[config.mk]
export PLATFORM = sky130hd
export DESIGN_NAME = serial_input_formatter
export DESIGN_NICKNAME = d
export VERILOG_FILES = /design/src/rtl/spdif_in_pkg.sv /design/src/rtl/word_fifo.sv /design/src/rtl/biphase_clock_divider.sv /design/src/rtl/serial_input_formatter.sv
export SDC_FILE = /design/constraint.sdc
export NUM_CORES = 1
export LEC_CHECK = 0
export BUFFER_PORTS_ARGS = -buffer_cell sky130_fd_sc_hd__buf_2
export CORE_MARGIN = 2
export CORE_UTILIZATION = 60
export CTS_CLUSTER_DIAMETER = 120
export DETAILED_ROUTE_END_ITERATION = 8
export PLACE_DENSITY = 0.77
export SLEW_MARGIN = 10
export SYNTH_ARGS = -nofsm -noshare
export SYNTH_HDL_FRONTEND = slang
export SYNTH_HIERARCHICAL = 1
export SYNTH_SLANG_ARGS = --single-unit
[constraint.sdc]
create_clock -name ref_clk -period 12.5 [get_ports ref_clk]
set_input_delay 0 -clock ref_clk [delete_from_list [all_inputs] [get_ports ref_clk]]
set_output_delay 0 -clock ref_clk [all_outputs]
set_load 0.05 [all_outputs]
[src/rtl/spdif_in_pkg.sv]
package spdif_in_pkg;

    typedef enum logic [1:0] {
        FMT_I2S,
        FMT_LEFT,
        FMT_RIGHT
    } fmt_t;

    typedef enum logic [1:0] {
        WIDTH_16,
        WIDTH_18,
        WIDTH_20,
        WIDTH_24
    } width_t;

    localparam int SAMPLE_W = 24;
    localparam int SLOT_CLOCKS = 32;
    localparam int FRAME_CLOCKS = 64;
    localparam logic [5:0] I2S_DELAY = 6'h01;
    localparam logic [5:0] LEFT_DELAY = 6'h00;
    localparam logic [5:0] RJ_DELAY_16 = 6'h10;
    localparam logic [5:0] RJ_DELAY_18 = 6'h0E;
    localparam logic [5:0] RJ_DELAY_20 = 6'h0C;
    localparam logic [5:0] RJ_DELAY_24 = 6'h08;
    localparam logic [5:0] BITS_16 = 6'h10;
    localparam logic [5:0] BITS_18 = 6'h12;
    localparam logic [5:0] BITS_20 = 6'h14;
    localparam logic [5:0] BITS_24 = 6'h18;

    localparam int OSR_384 = 384;
    localparam int OSR_256 = 256;
    localparam int BIPHASE_PER_FRAME = 128;
    localparam int DPLL_RATIO = 512;
    localparam int SCLK_RATIO = 64;
    localparam int FRAME_RATE_MAX_HZ = 192000;

    typedef struct packed {
        logic right;
        logic [SAMPLE_W-1:0] sample;
    } audio_word_t;

endpackage

[src/rtl/word_fifo.sv]
`timescale 1ns/1ps
module word_fifo #(
    parameter int WIDTH = 25,
    parameter int DEPTH = 8
) (
    input wire logic ref_clk,
    input wire logic rst,
    input wire logic clk_en,
    input wire logic in_valid,
    output logic in_ready,
    input wire logic [WIDTH-1:0] in_data,
    output logic out_valid,
    input wire logic out_ready,
    output logic [WIDTH-1:0] out_data
);
    localparam int AW = $clog2(DEPTH);

    logic [WIDTH-1:0] mem [DEPTH];
    logic [AW-1:0] wr_r, wr_nxt, rd_r, rd_nxt;
    logic [AW:0] cnt_r, cnt_nxt;
    logic push, pop;

    always_comb begin
        in_ready = (cnt_r != (AW+1)'(DEPTH));
        out_valid = (cnt_r != '0);
        push = in_valid && in_ready && clk_en;
        pop = out_valid && out_ready && clk_en;
        wr_nxt = push ? ((wr_r == AW'(DEPTH - 1)) ? '0 : wr_r + 1'b1) : wr_r;
        rd_nxt = pop ? ((rd_r == AW'(DEPTH - 1)) ? '0 : rd_r + 1'b1) : rd_r;
        cnt_nxt = cnt_r + (AW+1)'(push) - (AW+1)'(pop);
        out_data = mem[rd_r];
    end

    always_ff @(posedge ref_clk) begin
        if (rst) begin
            wr_r <= '0;
            rd_r <= '0;
            cnt_r <= '0;
        end else begin
            wr_r <= wr_nxt;
            rd_r <= rd_nxt;
            cnt_r <= cnt_nxt;
        end
        if (push) begin
            mem[wr_r] <= in_data;
        end
    end
endmodule // word_fifo

[src/rtl/biphase_clock_divider.sv]
`timescale 1ns/1ps
module biphase_clock_divider (
    input wire logic ref_clk,
    input wire logic rst,
    input wire logic clk_en,
    input wire logic oversample_tx_clock,
    input wire logic osr_384,
    output logic biphase_tick
);
    // The oversampling clock is sampled, so it must stay below half of ref_clk.
    localparam logic [1:0] LAST_384 = 2'(spdif_in_pkg::OSR_384 / spdif_in_pkg::BIPHASE_PER_FRAME - 1);
    localparam logic [1:0] LAST_256 = 2'(spdif_in_pkg::OSR_256 / spdif_in_pkg::BIPHASE_PER_FRAME - 1);
    logic [1:0] sync_r, sync_nxt;
    logic prev_r, prev_nxt;
    logic [1:0] div_r, div_nxt;
    logic tick_r, tick_nxt;
    logic rise;

    always_comb begin
        sync_nxt = {sync_r[0], oversample_tx_clock};
        prev_nxt = sync_r[1];
        rise = sync_r[1] && !prev_r;
        div_nxt = div_r;
        tick_nxt = 1'b0;
        if (rise) begin
            // 384/128 = 3 and 256/128 = 2 input edges per biphase cell.
            if (div_r == (osr_384 ? LAST_384 : LAST_256)) begin
                div_nxt = 2'h0;
                tick_nxt = 1'b1;
            end else begin
                div_nxt = div_r + 2'h1;
            end
        end
    end

    always_ff @(posedge ref_clk) begin
        if (rst) begin
            sync_r <= 2'h0;
            prev_r <= 1'b0;
            div_r <= 2'h0;
            tick_r <= 1'b0;
        end else if (clk_en) begin
            sync_r <= sync_nxt;
            prev_r <= prev_nxt;
            div_r <= div_nxt;
            tick_r <= tick_nxt;
        end
    end

    assign biphase_tick = tick_r;
endmodule // biphase_clock_divider

[src/rtl/serial_input_formatter.sv]
`timescale 1ns/1ps
module serial_input_formatter #(
    parameter int FIFO_DEPTH = 8
) (
    input wire logic ref_clk,
    input wire logic rst,
    input wire logic clk_en,
    input wire logic enable,
    input wire spdif_in_pkg::fmt_t fmt,
    input wire spdif_in_pkg::width_t width,
    input wire logic osr_384,
    input wire logic serial_clock,
    input wire logic frame_sync,
    input wire logic serial_data,
    input wire logic oversample_tx_clock,
    input wire logic dpll_mode,
    output logic biphase_tick,
    output logic recovery_tick,
    output logic rx_serial_clock,
    output logic word_valid,
    input wire logic word_ready,
    output spdif_in_pkg::audio_word_t word_data,
    output logic overflow
);
    localparam int WORD_W = $bits(spdif_in_pkg::audio_word_t);

    // Two-stage synchronisers; stage one feeds only stage two.
    // Each serial clock level must be seen by two samples, so that clock has to stay below a
    // quarter of ref_clk. Sync history resets low; a source idling high makes one false edge
    // at its first clock, and the real slot edge that follows simply restarts the capture.
    logic [1:0] sck_s_r, sck_s_nxt, fs_s_r, fs_s_nxt, sd_s_r, sd_s_nxt;
    logic sck_prev_r, sck_prev_nxt;
    logic fs_prev_r, fs_prev_nxt;
    logic sck_rise;
    logic fs_edge;

    always_comb begin
        sck_s_nxt = {sck_s_r[0], serial_clock};
        fs_s_nxt = {fs_s_r[0], frame_sync};
        sd_s_nxt = {sd_s_r[0], serial_data};
        sck_prev_nxt = sck_s_r[1];
        sck_rise = sck_s_r[1] && !sck_prev_r;
        fs_prev_nxt = sck_rise ? fs_s_r[1] : fs_prev_r;
        fs_edge = sck_rise && (fs_s_r[1] != fs_prev_r);
    end

    always_ff @(posedge ref_clk) begin
        if (rst) begin
            sck_s_r <= 2'h0;
            fs_s_r <= 2'h0;
            sd_s_r <= 2'h0;
            sck_prev_r <= 1'b0;
            fs_prev_r <= 1'b0;
        end else if (clk_en) begin
            sck_s_r <= sck_s_nxt;
            fs_s_r <= fs_s_nxt;
            sd_s_r <= sd_s_nxt;
            sck_prev_r <= sck_prev_nxt;
            fs_prev_r <= fs_prev_nxt;
        end
    end

    // Word capture: the count runs in serial clocks since the last sync edge up to the delay, then restarts to count shifted bits.
    typedef enum logic [1:0] {
        ST_IDLE,
        ST_SKIP,
        ST_SHIFT,
        ST_WAIT
    } cap_state_t;

    cap_state_t st_r, st_nxt;
    logic [5:0] cnt_r, cnt_nxt;
    logic [5:0] delay, nbits;
    logic [spdif_in_pkg::SAMPLE_W-1:0] shreg_r, shreg_nxt;
    logic right_r, right_nxt;
    logic push;
    spdif_in_pkg::audio_word_t push_word;
    logic fifo_ready;
    logic ovf_r, ovf_nxt;
    logic chan_right;
    spdif_in_pkg::fmt_t fmt_r, fmt_nxt;
    spdif_in_pkg::width_t width_r, width_nxt;

    // Format and width are taken over only while no word is being shifted, so a change
    // cannot tear a word in flight; it applies from the next sync edge.
    always_comb begin
        fmt_nxt = fmt_r;
        width_nxt = width_r;
        if (st_r == ST_IDLE || st_r == ST_WAIT) begin
            fmt_nxt = fmt;
            width_nxt = width;
        end
    end

    always_ff @(posedge ref_clk) begin
        if (rst) begin
            fmt_r <= spdif_in_pkg::FMT_I2S;
            width_r <= spdif_in_pkg::WIDTH_24;
        end else if (clk_en) begin
            fmt_r <= fmt_nxt;
            width_r <= width_nxt;
        end
    end

    always_comb begin
        case (width_r)
            spdif_in_pkg::WIDTH_16: nbits = spdif_in_pkg::BITS_16;
            spdif_in_pkg::WIDTH_18: nbits = spdif_in_pkg::BITS_18;
            spdif_in_pkg::WIDTH_20: nbits = spdif_in_pkg::BITS_20;
            default: nbits = spdif_in_pkg::BITS_24;
        endcase
        case (fmt_r)
            spdif_in_pkg::FMT_LEFT: delay = spdif_in_pkg::LEFT_DELAY;
            spdif_in_pkg::FMT_RIGHT: begin
                case (width_r)
                    spdif_in_pkg::WIDTH_16: delay = spdif_in_pkg::RJ_DELAY_16;
                    spdif_in_pkg::WIDTH_18: delay = spdif_in_pkg::RJ_DELAY_18;
                    spdif_in_pkg::WIDTH_20: delay = spdif_in_pkg::RJ_DELAY_20;
                    default: delay = spdif_in_pkg::RJ_DELAY_24;
                endcase
            end
            default: delay = spdif_in_pkg::I2S_DELAY;
        endcase
        // Level of sync after its transition names the channel of the new word.
        if (fmt_r == spdif_in_pkg::FMT_I2S) begin
            chan_right = fs_s_r[1];
        end else begin
            chan_right = !fs_s_r[1];
        end
    end

    always_comb begin
        st_nxt = st_r;
        cnt_nxt = cnt_r;
        shreg_nxt = shreg_r;
        right_nxt = right_r;
        push = 1'b0;
        ovf_nxt = ovf_r;
        if (!enable) begin
            st_nxt = ST_IDLE;
        end else if (fs_edge) begin
            // The sync edge clock is itself serial clock zero of the slot.
            right_nxt = chan_right;
            shreg_nxt = '0;
            if (delay == 6'h00) begin
                shreg_nxt = {{(spdif_in_pkg::SAMPLE_W-1){1'b0}}, sd_s_r[1]};
                cnt_nxt = 6'h01;
                st_nxt = ST_SHIFT;
            end else begin
                cnt_nxt = 6'h01;
                st_nxt = ST_SKIP;
            end
            if (delay == 6'h00 && nbits == 6'h01) begin
                st_nxt = ST_WAIT;
            end
        end else if (sck_rise) begin
            case (st_r)
                ST_SKIP: begin
                    if (cnt_r == delay) begin
                        shreg_nxt = {shreg_r[spdif_in_pkg::SAMPLE_W-2:0], sd_s_r[1]};
                        cnt_nxt = 6'h01;
                        st_nxt = ST_SHIFT;
                    end else begin
                        cnt_nxt = cnt_r + 6'h01;
                    end
                end
                ST_SHIFT: begin
                    shreg_nxt = {shreg_r[spdif_in_pkg::SAMPLE_W-2:0], sd_s_r[1]};
                    cnt_nxt = cnt_r + 6'h01;
                    if (cnt_r + 6'h01 == nbits) begin
                        push = 1'b1;
                        ovf_nxt = ovf_r || !fifo_ready;
                        st_nxt = ST_WAIT;
                    end
                end
                default: st_nxt = st_r;
            endcase
        end
        push_word.right = right_r;
        // Words are MSB-aligned within the sample field.
        push_word.sample = shreg_nxt << (6'(spdif_in_pkg::SAMPLE_W) - nbits);
    end

    always_ff @(posedge ref_clk) begin
        if (rst) begin
            st_r <= ST_IDLE;
            cnt_r <= 6'h00;
            shreg_r <= '0;
            right_r <= 1'b0;
            ovf_r <= 1'b0;
        end else if (clk_en) begin
            st_r <= st_nxt;
            cnt_r <= cnt_nxt;
            shreg_r <= shreg_nxt;
            right_r <= right_nxt;
            ovf_r <= ovf_nxt;
        end
    end

    // A word that meets a full buffer is dropped whole and the older words are kept;
    // overflow then stays set until reset so software cannot miss the loss.
    assign overflow = ovf_r;

    word_fifo #(
        .WIDTH(WORD_W),
        .DEPTH(FIFO_DEPTH)
    ) u_fifo (
        .ref_clk(ref_clk),
        .rst(rst),
        .clk_en(clk_en),
        .in_valid(push),
        .in_ready(fifo_ready),
        .in_data(push_word),
        .out_valid(word_valid),
        .out_ready(word_ready),
        .out_data(word_data)
    );

    biphase_clock_divider u_div (
        .ref_clk(ref_clk),
        .rst(rst),
        .clk_en(clk_en),
        .oversample_tx_clock(oversample_tx_clock),
        .osr_384(osr_384),
        .biphase_tick(biphase_tick)
    );

    // Receiver DPLL mode: a free ratio generator locks 512x and 64x to each frame.
    // Without a real PLL the periods come from the measured frame length.
    logic [15:0] frame_len_r, frame_len_nxt, frame_cnt_r, frame_cnt_nxt;
    logic [15:0] rec_acc_r, rec_acc_nxt;
    logic [8:0] rec_div_r, rec_div_nxt;
    logic rec_tick_r, rec_tick_nxt;
    logic rxsck_r, rxsck_nxt;
    logic fs_lvl_r, fs_lvl_nxt;

    always_comb begin
        fs_lvl_nxt = fs_s_r[1];
        // The counter sticks at its top value so a lost sync cannot wrap to a short frame.
        frame_cnt_nxt = frame_cnt_r + 16'(frame_cnt_r != '1);
        frame_len_nxt = frame_len_r;
        if (fs_s_r[1] && !fs_lvl_r) begin
            // The cycle of the sync edge itself belongs to the frame that it closes.
            frame_len_nxt = frame_cnt_r + 16'h0001;
            frame_cnt_nxt = 16'h0000;
        end
        // At most one tick per cycle: frames shorter than DPLL_RATIO cycles are not followed.
        rec_tick_nxt = 1'b0;
        rec_acc_nxt = rec_acc_r + 16'(spdif_in_pkg::DPLL_RATIO);
        rec_div_nxt = rec_div_r;
        rxsck_nxt = rxsck_r;
        if (rec_acc_nxt >= frame_len_r && frame_len_r != 16'h0000) begin
            rec_acc_nxt = rec_acc_nxt - frame_len_r;
            rec_tick_nxt = 1'b1;
            // 512/64 = 8 recovery ticks per serial clock, toggling every 4.
            rec_div_nxt = rec_div_r + 9'h001;
            if (rec_div_r[1:0] == 2'h3) begin
                rxsck_nxt = !rxsck_r;
            end
        end
        if (!dpll_mode) begin
            rec_tick_nxt = 1'b0;
            rxsck_nxt = 1'b0;
            rec_acc_nxt = 16'h0000;
            rec_div_nxt = 9'h000;
        end
    end

    always_ff @(posedge ref_clk) begin
        if (rst) begin
            frame_len_r <= 16'h0000;
            frame_cnt_r <= 16'h0000;
            rec_acc_r <= 16'h0000;
            rec_div_r <= 9'h000;
            rec_tick_r <= 1'b0;
            rxsck_r <= 1'b0;
            fs_lvl_r <= 1'b0;
        end else if (clk_en) begin
            frame_len_r <= frame_len_nxt;
            frame_cnt_r <= frame_cnt_nxt;
            rec_acc_r <= rec_acc_nxt;
            rec_div_r <= rec_div_nxt;
            rec_tick_r <= rec_tick_nxt;
            rxsck_r <= rxsck_nxt;
            fs_lvl_r <= fs_lvl_nxt;
        end
    end

    assign recovery_tick = rec_tick_r;
    assign rx_serial_clock = rxsck_r;
endmodule // serial_input_formatter

==> impl_metrics.env <==
export IMPL_cts_made_buffers=31
export IMPL_leakagePower_nw=6.06
export IMPL_die_height_um=167
export IMPL_place_port_buffers=44
export IMPL_critPathRequiredTime_ns=12.75
export IMPL_cts_hold_buf=12
export IMPL_clock_sinks=318
export IMPL_holdPathStages=4
export IMPL_max_freq_mhz=222
export IMPL_rsz0062_at_grt="false"
export IMPL_critical_path_class="register to register"
export IMPL_hold_violations=0
export IMPL_cts_tree="done"
export IMPL_fin_worst_skew_ns=0.0143
export IMPL_grt_max_degree=85
export IMPL_insertion_delay_ns=0.58
export IMPL_antenna_found_initial=0
export IMPL_slew_headroom_pct=23.8
export IMPL_finalSetupViolCount=0
export IMPL_fin_util_pct=67.4
export IMPL_ys_seq_area_share_pct=52.7
export IMPL_grt_pass1_wl_um=57500
export IMPL_min_path_type="primary input to register"
export IMPL_clkSlewWorstSetupHoldPaths_ns=0.07
export IMPL_startpoint_type="register"
export IMPL_cts_root_buf="clkbuf_16"
export IMPL_worst_path_max_fanout=22
export IMPL_synthesis_area_um2=15900
export IMPL_synthArstFlopShare_pct=0
export IMPL_status="finished clean"
export IMPL_nets=1410
export IMPL_ys_flop_type="edfxtp_1"
export IMPL_num_vias=11100
export IMPL_cts_post_setup_buffers_inserted=0
export IMPL_maxSlewViolCount=0
export IMPL_syn_inst=1326
export IMPL_avgSynthCellArea_um2=12.0
export IMPL_start_util_pct=61.1
export IMPL_post_cts_resized=0
export IMPL_ys_top_cells_by_count="edfxtp_1 (200), dfxtp_1 (118), nor2_1 (105)"
export IMPL_yosysWarnings=6
export IMPL_seqCellArea_um2=8370
export IMPL_area_growth_pct=10.3
export IMPL_io_pins=45
export IMPL_drc=0
export IMPL_min_period_over_period_pct=36.0
export IMPL_synthTopCellsByArea="edfxtp_1 (38%), dfxtp_1 (15%), mux4_1 (8.3%)"
export IMPL_fin_crit_ns=4.50
export IMPL_wl_per_cell_um=21.1
export IMPL_synth_top_cell_by_area="edfxtp_1"
export IMPL_synth_top_cell_area_share_pct=37.8
export IMPL_dr_pass1_iters=7
export IMPL_wl_um=36000
export IMPL_maxCapViolCount=0
export IMPL_yosysMostFrequentCell="edfxtp_1"
export IMPL_cp_end_kind="register"
export IMPL_gp_congestion=0.963
export IMPL_vdd_drop_max_mv=0.158
export IMPL_reg2reg_depth=10
export IMPL_grt_pass1_vias=10700
export IMPL_power_density_nw_per_um2=136
export IMPL_detailed_place_hpwl_um=22500
export IMPL_synth_fp_nets=1386
export IMPL_num_rows=59
export IMPL_die_area_um2=27800
export IMPL_grt_total_usage_pct=25.7
export IMPL_cts_max_path_buffers=3
export IMPL_crit_arrival_ns=4.75
export IMPL_drtIter0Drc=1155
export IMPL_fill_cells=1836
export IMPL_grt_ovfl_total=0
export IMPL_antenna_left=0
export IMPL_h_tree_depth=1
export IMPL_tightest_slew_ns=1.14
export IMPL_drive_gt1_share_pct=12.2
export IMPL_fp_dieW_um=167
export IMPL_n_antenna_cell=0
export IMPL_synth_edf_count=200
export IMPL_via_per_inst=6.51
export IMPL_synth_seq_cells=318
export IMPL_setup_tns_ns=0
export IMPL_multi_input_area_um2=6950
export IMPL_synth_cell_type_count=84
export IMPL_core_area_um2=26000
[worst max-delay path, cell delays in order, from the launching register on]
cell and delay (ns):
dfxtp_1 0.40, inv_1 0.10, ha_1 0.80, nand4bb_1 0.23, o22ai_1 0.26, nor2_1 0.16, o41ai_4 0.77, and2_1 0.42
a221o_1 0.23, nand2_1 0.08, nor3_1 0.70
[layout make-up]
class	instances	area share (%)
sequential	318	47.8
multi-input combinational	872	39.7
clock buffer	33	4.53
timing repair buffer	71	2.63
tap	335	2.39
clock inverter	25	1.77
inverter	56	1.20
[state kept, by name (all words and copies together) (netlist names), 3 cells and up, named ones only]
name / count
cnt_r: 6
frame_cnt_r: 16
frame_len_r: 16
rec_acc_r: 16
shreg_r: 24
u_fifo/cnt_r: 4
u_fifo/mem: 200
u_fifo/rd_r: 3
u_fifo/wr_r: 3
[kinds of logic after synthesis]
logic type      Yosys count  share of synthesized area, %
simple gates            366                          11.4
compound gates          301                          13.2
mux                     112                          12.5
flops                   318                          52.7
buf+inv                 136                          3.81
xor+xnor                 48                          2.70
fa+ha+maj                45                          3.64
[worst paths after layout]
check,slack [ns],from,endpoint
max reg2reg,8.00,width_r[1],u_fifo/mem[3][2]
min,0.10,clk_en,fmt_r[0]
max,8.00,width_r[1],u_fifo/mem[3][2]
min reg2reg,0.47,rec_acc_r[0],rec_acc_r[0]
[per-stage QoR]
stage	power [W]	cells	instance area (um2)	hold WS, ns	setup WS, ns
floorplan	0.00135	1326	15900	0.0691	7.37
global placement	0.00139	1639	16300	0.232	8.36
detailed placement	0.00140	1639	16300	0.249	8.22
CTS	0.00240	1709	17500	0.0746	8.17
global route	0.00246	1710	17500	0.143	7.65
finish	0.00239	1710	17500	0.104	8.00
[report_power, final]
part	total (W)	leakage, nW	internal (W)	switching, W
Clock	0.00100	0.525	0.000589	0.000412
Combinational	0.000245	2.75	0.0000833	0.000162
Sequential	0.00114	2.79	0.00113	0.00000950
Total	0.00239	6.06	0.00180	0.000583
[cells in the final DEF (no fill, tap or decap), drive strengths merged, types with 17 or more instances in the layout]
cell	netlist	final
mux4	50	50
xor2	22	22
a31oi	19	19
nor3	26	26
clkbuf	45	33
mux2i	31	31
nor2	105	105
nand3	35	35
o22ai	22	22
edfxtp	200	200
xnor2	26	26
ha	43	43
inv	53	58
dfxtp	118	118
nor2b	17	17
o21ai	41	41
nand2	86	86
a21oi	74	74
buf	35	59
mux2	31	31
[per-layer routing]
layer  global-route usage [%]  share of wire (%)  vias up
met3                     3.33                6.5      114
met5                        0                  0        -
li1                         -                  -     5154
met1                     35.4                 42     5392
met2                     43.0                 48      476
met4                     7.50                3.0        0
(Power assumes the default switching activity.)
